## src/hw/pcemux_pkg.sv

```systemverilog
// package for the combined port read-source multiplexer
// What this block does
// RQ1: no comparator or op-amp: plain I/O
// RQ2: comp one, bit1 zero off: pin1 read
// RQ3: comp one set: bit0 reads comparator one
// RQ4: comp one, bit1 zero on: bit1 reads 0
// RQ5: comp two, bit3 zero off: pin3 read
// RQ6: comp two set: bit2 reads comparator two
// RQ7: comp two, bit3 zero on: bit3 reads 0
// RQ8: comp plus op-amp: bits 3,2 zero, bit0 comparator
// RQ9: comp plus op-amp: bit1 pin or zero
// RQ10: supplier keeps comp two off then
// RQ11: per-bit wake enables gate halt wake-up
// RQ12: per-bit force-high drives port D outputs high
// RQ13: read-zero options act only with comparator
// RQ14: direction bit 1 output, 0 input
// RQ15: static options, combinational read select
package pcemux_pkg;
	localparam int PORT_W = 4;
	localparam logic [3:0] DIR_RESET = 4'h0;
	localparam logic [3:0] DATA_RESET = 4'h0;
	localparam int B_CMP1 = 0;
	localparam int B_PIN1 = 1;
	localparam int B_CMP2 = 2;
	localparam int B_PIN3 = 3;
	localparam logic [3:0] REG_DIRECTION = 4'h1;
	localparam logic [3:0] REG_DATA = 4'h4;
	localparam logic [3:0] REG_PORT_D_OUT = 4'hD;

	typedef struct packed {
		logic comparator_one_option;
		logic comparator_two_option;
		logic opamp_option;
		logic bit1_read_zero_option;
		logic bit3_read_zero_option;
	} pcemux_opt_type;

	typedef struct packed {
		logic [3:0] port_a_wake_enable;
		logic [3:0] port_b_wake_enable;
		logic [3:0] port_d_wake_enable;
		logic [3:0] port_e_wake_enable;
		logic [3:0] port_d_force_high;
	} pcemux_fuse_type;
endpackage

```

## src/hw/pcemux_sync.sv

```systemverilog
// two-flop synchroniser vector
`timescale 1ns/100ps
module pcemux_sync #(
	parameter int W = 4
) (
	input  wire logic         clk,     // system clock
	input  wire logic         rst_n,   // synced reset
	input  wire logic [W-1:0] d_async, // asynchronous input
	output logic      [W-1:0] q_sync   // synchronised copy
);
	logic [W-1:0] meta_reg;

	always_ff @(posedge clk or negedge rst_n)
	begin
		if (!rst_n)
		begin
			meta_reg <= '0;
			q_sync   <= '0;
		end
		else
		begin
			meta_reg <= d_async;
			q_sync   <= meta_reg;
		end
	end
endmodule

```

## src/hw/pcemux_top.sv

```systemverilog
// combined port CE read mux, direction, wake and port D force high
`timescale 1ns/100ps
module pcemux_top
	import pcemux_pkg::*;
(
	input  wire logic            clk,            // 200 MHz clock
	input  wire logic            nrst,           // async reset, low
	input  wire pcemux_opt_type  opt,            // static option fuses
	input  wire pcemux_fuse_type fuse,           // static wake/force fuses
	input  wire logic [3:0]      addr,           // register address
	input  wire logic [3:0]      wdata,          // write data
	input  wire logic            wr,             // write strobe
	input  wire logic            rd,             // read strobe
	output logic      [3:0]      rdata,          // read data, next cycle
	input  wire logic [3:0]      pce_pin_in,     // port CE pin levels
	output logic      [3:0]      pce_pin_out,    // port CE pin drive
	output logic      [3:0]      pce_pin_oe,     // port CE output enable
	input  wire logic            cmp1_out,       // comparator one output
	input  wire logic            cmp2_out,       // comparator two output
	output logic      [3:0]      port_d_out,     // port D output value
	input  wire logic [3:0]      port_a_pin,     // port A pins
	input  wire logic [3:0]      port_b_pin,     // port B pins
	input  wire logic [3:0]      port_d_pin,     // port D pins
	input  wire logic [3:0]      port_e_pin,     // port E pins
	input  wire logic            halted,         // cpu is in halt
	output logic                 wake_reg        // wake-up pulse
);
	////////////////////////////////////////////////////////////////////
	logic       rst_meta_reg;
	logic       rst_n;
	logic [3:0] pce_s;
	logic [1:0] cmp_s;
	logic [15:0] wk_s;
	logic [15:0] wk_prev_reg;
	logic [3:0] dir_reg;
	logic [3:0] data_reg;
	logic [3:0] pd_reg;
	logic [3:0] ce_read;
	logic       plain_io;
	logic [15:0] wk_en;

	always_ff @(posedge clk or negedge nrst)
	begin
		if (!nrst)
		begin
			rst_meta_reg <= 1'b0;
			rst_n        <= 1'b0;
		end
		else
		begin
			rst_meta_reg <= 1'b1;
			rst_n        <= rst_meta_reg;
		end
	end

	pcemux_sync #(.W(4)) u_pce_sync (
		.clk     (clk),
		.rst_n   (rst_n),
		.d_async (pce_pin_in),
		.q_sync  (pce_s)
	);

	pcemux_sync #(.W(2)) u_cmp_sync (
		.clk     (clk),
		.rst_n   (rst_n),
		.d_async ({cmp2_out, cmp1_out}),
		.q_sync  (cmp_s)
	);

	pcemux_sync #(.W(16)) u_wk_sync (
		.clk     (clk),
		.rst_n   (rst_n),
		.d_async ({port_e_pin, port_d_pin, port_b_pin, port_a_pin}),
		.q_sync  (wk_s)
	);

	////////////////////////////////////////////////////////////////////
	// read source select; options are static so no state needed
	always_comb
	begin
		plain_io = !opt.comparator_one_option && !opt.comparator_two_option
			&& !opt.opamp_option; // RQ1
		// io ports read pin in input mode, latch in output mode
		for (int i = 0; i < PORT_W; i++)
			ce_read[i] = dir_reg[i] ? data_reg[i] : pce_s[i];
		if (opt.comparator_one_option)
		begin
			ce_read[B_CMP1] = cmp_s[0]; // RQ3 RQ15
			ce_read[B_PIN1] = opt.bit1_read_zero_option ? 1'b0 : pce_s[B_PIN1]; // RQ2 RQ4 RQ13
		end
		if (opt.comparator_two_option)
		begin
			ce_read[B_CMP2] = cmp_s[1]; // RQ6
			ce_read[B_PIN3] = opt.bit3_read_zero_option ? 1'b0 : pce_s[B_PIN3]; // RQ5 RQ7 RQ13
		end
		// op-amp uses bits 3,2 as analog inputs (comp two off per RQ10)
		if (opt.opamp_option && opt.comparator_one_option && !opt.comparator_two_option)
		begin
			ce_read[B_CMP2] = 1'b0; // RQ8
			ce_read[B_PIN3] = 1'b0; // RQ8
			ce_read[B_PIN1] = opt.bit1_read_zero_option ? 1'b0 : pce_s[B_PIN1]; // RQ9
		end
	end

	////////////////////////////////////////////////////////////////////
	always_ff @(posedge clk or negedge rst_n)
	begin
		if (!rst_n)
		begin
			dir_reg  <= DIR_RESET;
			data_reg <= DATA_RESET;
			pd_reg   <= DATA_RESET;
		end
		else if (wr)
		begin
			if (addr == REG_DIRECTION)
				dir_reg <= wdata; // RQ14
			if (addr == REG_DATA)
				data_reg <= wdata;
			if (addr == REG_PORT_D_OUT)
				pd_reg <= wdata;
		end
	end

	always_ff @(posedge clk or negedge rst_n)
	begin
		if (!rst_n)
			rdata <= 4'h0;
		else if (rd)
		begin
			unique case (addr)
				REG_DIRECTION:  rdata <= dir_reg;
				REG_DATA:       rdata <= ce_read;
				REG_PORT_D_OUT: rdata <= pd_reg;
				default:        rdata <= 4'h0;
			endcase
		end
		else
			rdata <= 4'h0;
	end

	always_ff @(posedge clk or negedge rst_n)
	begin
		if (!rst_n)
		begin
			pce_pin_out <= 4'h0;
			pce_pin_oe  <= 4'h0;
			port_d_out  <= 4'h0;
		end
		else
		begin
			pce_pin_out <= data_reg;
			pce_pin_oe  <= dir_reg; // RQ14
			port_d_out  <= pd_reg | fuse.port_d_force_high; // RQ12
		end
	end

	////////////////////////////////////////////////////////////////////
	// rising edge on an enabled pin wakes from halt
	assign wk_en = {fuse.port_e_wake_enable, fuse.port_d_wake_enable,
		fuse.port_b_wake_enable, fuse.port_a_wake_enable};

	always_ff @(posedge clk or negedge rst_n)
	begin
		if (!rst_n)
		begin
			wk_prev_reg <= 16'h0000;
			wake_reg    <= 1'b0;
		end
		else
		begin
			wk_prev_reg <= wk_s;
			wake_reg    <= halted && |(wk_s & ~wk_prev_reg & wk_en); // RQ11
		end
	end

	////////////////////////////////////////////////////////////////////
	property p_bit0_cmp;
		@(posedge clk) disable iff (!rst_n)
		rd && addr == REG_DATA && opt.comparator_one_option |=> rdata[0] == $past(cmp_s[0]);
	endproperty
	a_bit0_cmp: assert property (p_bit0_cmp) else $error("bit0 not comparator one"); // RQ3

	property p_bit2_cmp;
		@(posedge clk) disable iff (!rst_n)
		rd && addr == REG_DATA && opt.comparator_two_option |=> rdata[2] == $past(cmp_s[1]);
	endproperty
	a_bit2_cmp: assert property (p_bit2_cmp) else $error("bit2 not comparator two"); // RQ6

	property p_b1_zero;
		@(posedge clk) disable iff (!rst_n)
		rd && addr == REG_DATA && opt.comparator_one_option && opt.bit1_read_zero_option
		|=> rdata[1] == 1'b0;
	endproperty
	a_b1_zero: assert property (p_b1_zero) else $error("bit1 not zero"); // RQ4

	property p_b1_pin;
		@(posedge clk) disable iff (!rst_n)
		rd && addr == REG_DATA && opt.comparator_one_option && !opt.bit1_read_zero_option
		|=> rdata[1] == $past(pce_s[1]);
	endproperty
	a_b1_pin: assert property (p_b1_pin) else $error("bit1 not pin"); // RQ2

	property p_b3_zero;
		@(posedge clk) disable iff (!rst_n)
		rd && addr == REG_DATA && opt.comparator_two_option && opt.bit3_read_zero_option
		|=> rdata[3] == 1'b0;
	endproperty
	a_b3_zero: assert property (p_b3_zero) else $error("bit3 not zero"); // RQ7

	property p_b3_pin;
		@(posedge clk) disable iff (!rst_n)
		rd && addr == REG_DATA && opt.comparator_two_option && !opt.bit3_read_zero_option
		|=> rdata[3] == $past(pce_s[3]);
	endproperty
	a_b3_pin: assert property (p_b3_pin) else $error("bit3 not pin"); // RQ5

	property p_opamp_hi;
		@(posedge clk) disable iff (!rst_n)
		rd && addr == REG_DATA && opt.opamp_option && opt.comparator_one_option
		&& !opt.comparator_two_option |=> rdata[3:2] == 2'b00;
	endproperty
	a_opamp_hi: assert property (p_opamp_hi) else $error("op-amp bits not zero"); // RQ8

	property p_force;
		@(posedge clk) disable iff (!rst_n)
		##1 1'b1 |-> (port_d_out & fuse.port_d_force_high) == fuse.port_d_force_high;
	endproperty
	a_force: assert property (p_force) else $error("force high not applied"); // RQ12

	property p_wake;
		@(posedge clk) disable iff (!rst_n)
		wake_reg |-> $past(halted) && |($past(wk_s) & ~$past(wk_prev_reg) & wk_en);
	endproperty
	a_wake: assert property (p_wake) else $error("wake from disabled pin"); // RQ11

	property p_plain;
		@(posedge clk) disable iff (!rst_n)
		rd && addr == REG_DATA && plain_io && dir_reg == 4'h0 |=> rdata == $past(pce_s);
	endproperty
	a_plain: assert property (p_plain) else $error("plain io read wrong"); // RQ1

	property p_dir;
		@(posedge clk) disable iff (!rst_n)
		wr && addr == REG_DIRECTION |=> ##1 pce_pin_oe == $past(wdata, 2);
	endproperty
	a_dir: assert property (p_dir) else $error("direction not applied"); // RQ14

	// read-zero options must be ignored while their comparator is off
	property p_b1_plain;
		@(posedge clk) disable iff (!rst_n)
		rd && addr == REG_DATA && !opt.comparator_one_option && !dir_reg[1]
		|=> rdata[1] == $past(pce_s[1]);
	endproperty
	a_b1_plain: assert property (p_b1_plain) else $error("bit1 zero without comparator"); // RQ13

	property p_b3_plain;
		@(posedge clk) disable iff (!rst_n)
		rd && addr == REG_DATA && !opt.comparator_two_option && !dir_reg[3]
		&& !(opt.opamp_option && opt.comparator_one_option)
		|=> rdata[3] == $past(pce_s[3]);
	endproperty
	a_b3_plain: assert property (p_b3_plain) else $error("bit3 zero without comparator"); // RQ13

	property p_b0_plain;
		@(posedge clk) disable iff (!rst_n)
		rd && addr == REG_DATA && !opt.comparator_one_option && !dir_reg[0]
		|=> rdata[0] == $past(pce_s[0]);
	endproperty
	a_b0_plain: assert property (p_b0_plain) else $error("bit0 input not pin"); // RQ1

	property p_b2_plain;
		@(posedge clk) disable iff (!rst_n)
		rd && addr == REG_DATA && !opt.comparator_two_option && !dir_reg[2]
		&& !(opt.opamp_option && opt.comparator_one_option)
		|=> rdata[2] == $past(pce_s[2]);
	endproperty
	a_b2_plain: assert property (p_b2_plain) else $error("bit2 input not pin"); // RQ1

	property p_opamp_b0;
		@(posedge clk) disable iff (!rst_n)
		rd && addr == REG_DATA && opt.opamp_option && opt.comparator_one_option
		&& !opt.comparator_two_option |=> rdata[0] == $past(cmp_s[0]);
	endproperty
	a_opamp_b0: assert property (p_opamp_b0) else $error("op-amp bit0 not comparator"); // RQ8

	property p_opamp_b1_pin;
		@(posedge clk) disable iff (!rst_n)
		rd && addr == REG_DATA && opt.opamp_option && opt.comparator_one_option
		&& !opt.comparator_two_option && !opt.bit1_read_zero_option
		|=> rdata[1] == $past(pce_s[1]);
	endproperty
	a_opamp_b1_pin: assert property (p_opamp_b1_pin) else $error("op-amp bit1 not pin"); // RQ9

	property p_opamp_b1_zero;
		@(posedge clk) disable iff (!rst_n)
		rd && addr == REG_DATA && opt.opamp_option && opt.comparator_one_option
		&& !opt.comparator_two_option && opt.bit1_read_zero_option
		|=> rdata[1] == 1'b0;
	endproperty
	a_opamp_b1_zero: assert property (p_opamp_b1_zero) else $error("op-amp bit1 not zero"); // RQ9

	// output bits read back the latch, not the pin
	property p_latch_read;
		@(posedge clk) disable iff (!rst_n)
		rd && addr == REG_DATA && plain_io
		|=> ((rdata ^ $past(data_reg)) & $past(dir_reg)) == 4'h0;
	endproperty
	a_latch_read: assert property (p_latch_read) else $error("output bit not latch"); // RQ14

	property p_dir_read;
		@(posedge clk) disable iff (!rst_n)
		rd && addr == REG_DIRECTION |=> rdata == $past(dir_reg);
	endproperty
	a_dir_read: assert property (p_dir_read) else $error("direction read wrong"); // RQ14

	property p_pin_out;
		@(posedge clk) disable iff (!rst_n)
		1'b1 |=> pce_pin_out == $past(data_reg);
	endproperty
	a_pin_out: assert property (p_pin_out) else $error("pin drive not latch"); // RQ14

	property p_pin_oe;
		@(posedge clk) disable iff (!rst_n)
		1'b1 |=> pce_pin_oe == $past(dir_reg);
	endproperty
	a_pin_oe: assert property (p_pin_oe) else $error("drive enable not direction"); // RQ14

	// fuses are static, so no past value is needed for them
	property p_force_exact;
		@(posedge clk) disable iff (!rst_n)
		1'b1 |=> port_d_out == ($past(pd_reg) | fuse.port_d_force_high);
	endproperty
	a_force_exact: assert property (p_force_exact) else $error("port D output wrong"); // RQ12

	property p_awake;
		@(posedge clk) disable iff (!rst_n)
		!halted |=> !wake_reg;
	endproperty
	a_awake: assert property (p_awake) else $error("wake while running"); // RQ11

	property p_no_edge;
		@(posedge clk) disable iff (!rst_n)
		(wk_s & ~wk_prev_reg & wk_en) == 16'h0000 |=> !wake_reg;
	endproperty
	a_no_edge: assert property (p_no_edge) else $error("wake without enabled edge"); // RQ11
endmodule

```

## config.mk

```make
export PLATFORM = sky130hd
export DESIGN_NAME = pcemux_top
export DESIGN_NICKNAME = d
export VERILOG_FILES = /design/src/hw/pcemux_pkg.sv /design/src/hw/pcemux_sync.sv /design/src/hw/pcemux_top.sv
export SDC_FILE = /design/constraint.sdc
export NUM_CORES = 1
export LEC_CHECK = 0
export BUFFER_PORTS_ARGS = -buffer_cell sky130_fd_sc_hd__buf_2
export CAP_MARGIN = 20
export CORE_MARGIN = 5
export CORE_UTILIZATION = 50
export CTS_CLUSTER_DIAMETER = 100
export DETAILED_ROUTE_END_ITERATION = 10
export GPL_ROUTABILITY_DRIVEN = 0
export PLACE_DENSITY = 0.88
export SLEW_MARGIN = 20
export SYNTH_ARGS = -nofsm -noshare
export SYNTH_HDL_FRONTEND = slang
export SYNTH_SLANG_ARGS = --single-unit
```

## constraint.sdc

```tcl
create_clock -name clk -period 3.55 [get_ports clk]
set_input_delay 0.355 -clock clk [delete_from_list [all_inputs] [get_ports clk]]
set_output_delay 0.355 -clock clk [all_outputs]
set_load 0.01 [all_outputs]
```

==> flow_summary.ini <==
[status]
status = finished, final reports clean

[cells_and_area]
layout.cells.non_filler = 329
nFillCells = 437
diodes = 0
area_delta_synth_final_pct = 25.1
multiInputGateArea_um2 = 523
ff_latch_area_um2 = 2280
finalNetCount = 312
layout-drive-gt1-share = 0.428

[route]
ant_nets = 0
wl_met1_um = 2040
wl_per_cell_um = 15.3
wl_met2_um = 2540
wirelength_um = 5020
drt-vias-per-instance = 4.80
routed-wl-met3_um = 330
firstDrtPassIters = 4
routed.top_layer = met4
drc = 0
vias = 1580
first_iter_violations = 74

[critical_path]
crit_path_end_kind = register
cp-startpoint = dir_reg[2]
start_kind = register
path_buf_inv = 0
crit_path_max_incr_delay_ps = 430
crit_required_ps = 3770
arrival_ps = 1580
cp_top_family = compound AO/OA/AOI/OAI gates
crit_slowest_cell = dfrtp_1
path_cells = mux2i_1 -> o21ai_0 -> a222oi_1 -> nor2_1
r2r_start = dir_reg[2]
worst-setup-path-type = register to register
crit_fanout = 4

[placement]
port_buffers = 76
dp_slack_ps = 1990
dp_hpwl_um = 3670
dp.cells = 311

[timing]
whs_ps = 112
fin_ws_ps = 2180
max_freq_ghz = 0.732
period_share = 0.385
tns_ps = 0
rsz0062_at_grt = false
hold_violations = 0
finalClockSkew_ps = 10.7
setup_viol = 0
drv_slew = 0
min_period_ps = 1370

[global_route]
grt_pass1_vias = 1715
antenna_found_initial = 0
grtUsageTotal = 0.149
grt_first_pass_wirelength_um = 8110
grt_max_degree = 90
grt_remaining_overflow = 0

[power_and_ir_drop]
leakage_uw = 0.00170
worst_ir_drop_vdd_mv = 0.371
p_per_area_nw_per_um2 = 573

[synth]
syn_area_um2 = 2810
yosys_most_used_dff = dfrtp_1
synth_cell_types = 20
synthCells = 164
async_flop_share = 1.00
synth_area_per_cell_um2 = 17.1
syn-num-nets = 224
ys_ff_latch = 91
ys_seq_area_frac = 0.812
synth_warnings = 0
synth_edf_count = 0

[clock_network]
cts_tree = yes
cts_setup_buffers = 0
cts_root_buf = clkbuf_8
htreeDepth = 3
worstSkewPairLatency_ps = 340
cts_sinks = 91
numCtsBuffers = 9
clockBufferDepth = 2
clk_pin_slew_ps = 80

[floorplanning]
core-area_um2 = 5470
die_w_um = 84.9
rows = 27
die_area_um2 = 7210
ioPinCount = 77
die_y_um = 84.9
initial_core_util = 0.513

[min_path]
hold_path_class = input pin to register
min-delay-start = port_d_pin[3]

[run]
cap_viol_max_count = 0
report_power, final:
group	total, µW	leakage [µW]	internal [µW]	switching (µW)
registers	1190	0.00108	1130	60.9
clock network	645	0.000103	316	330
logic	171	0.000517	91.8	79.0
synth_stat cells, drive strengths merged, types with 2 or more instances:
cell,n,area (µm²)
a222oi,4,40.0
nand2,22,87.6
mux2,12,135
nor2,4,15.0
nor4,2,12.5
nor4b,2,47.6
dfrtp,91,2280
o22ai,9,56.3
mux2i,4,40.0
or2,4,25.0
o21ai,3,15.0
area by class of cell:
type	instances	share of cell area
clock inverter	4	0.00892
timing repair buffer	78	0.119
clock buffer	12	0.0471
tap	72	0.0257
sequential	91	0.650
multi-input combinational	72	0.149
per-layer routing:
layer | up-vias | global-route usage
met4 | 0 | 0.0691
met1 | 768 | 0.189
met2 | 55 | 0.239
li1 | 748 | -
met5 | - | 0
met3 | 9 | 0.0437
path summary, 6_finish.rpt:
kind	to	slack [ps]	cells past startpoint
worst max-delay path	rdata[2]	2180	4
min in group asynchronous	pce_pin_oe[1]	280	0
worst min-delay path	u_wk_sync.meta_reg[11]	110	1
max in group asynchronous	rdata[2]	2670	1
worst max register to register	rdata[2]	2180	4
worst min register to register	pce_pin_oe[1]	280	0
cells by family after synthesis:
family                 share of synthesized area
flip-flops                                 0.812
AND/OR/NAND/NOR                           0.0731
AO/OA/AOI/OAI                             0.0495
multiplexers                              0.0624
buffers and inverters                    0.00178
other                                    0.00134
stage by stage:
step / cell area [µm²] / total power (µW) / util
3_3_place_gp: 3270 / 1370 / 0.598
2_1_floorplan: 2810 / 1280 / -
4_1_cts: 3480 / 2030 / 0.636
6_report: 3510 / 2010 / 0.641
3_5_place_dp: 3270 / 1380 / 0.598
5_1_grt: 3510 / 2100 / 0.641
cell usage in the layout, fill, tap and decap left out, drive strengths merged, types with 3 or more instances in the layout:
cell / synthesis / final
a222oi: 4 / 4
buf: 1 / 77
clkbuf: 0 / 12
clkinv: 0 / 3
dfrtp: 91 / 91
mux2: 12 / 12
mux2i: 4 / 4
nand2: 22 / 22
nor2: 4 / 4
o21ai: 3 / 3
o22ai: 9 / 9
or2: 4 / 4
worst reg2reg max path: cells and delay by family, from the launching register on:
kind | cells | cell delay [ps]
AOI/OAI and AO/OA | 2 | 490
DFF | 1 | 430
muxes | 1 | 250
and+or+nand+nor | 1 | 70
what timing repair did:
action	4_1_cts	5_1_grt
hold endpoints to repair	2	0
gates resized for setup	0	0
hold buffers	1	0
(Power assumes the default switching activity.)
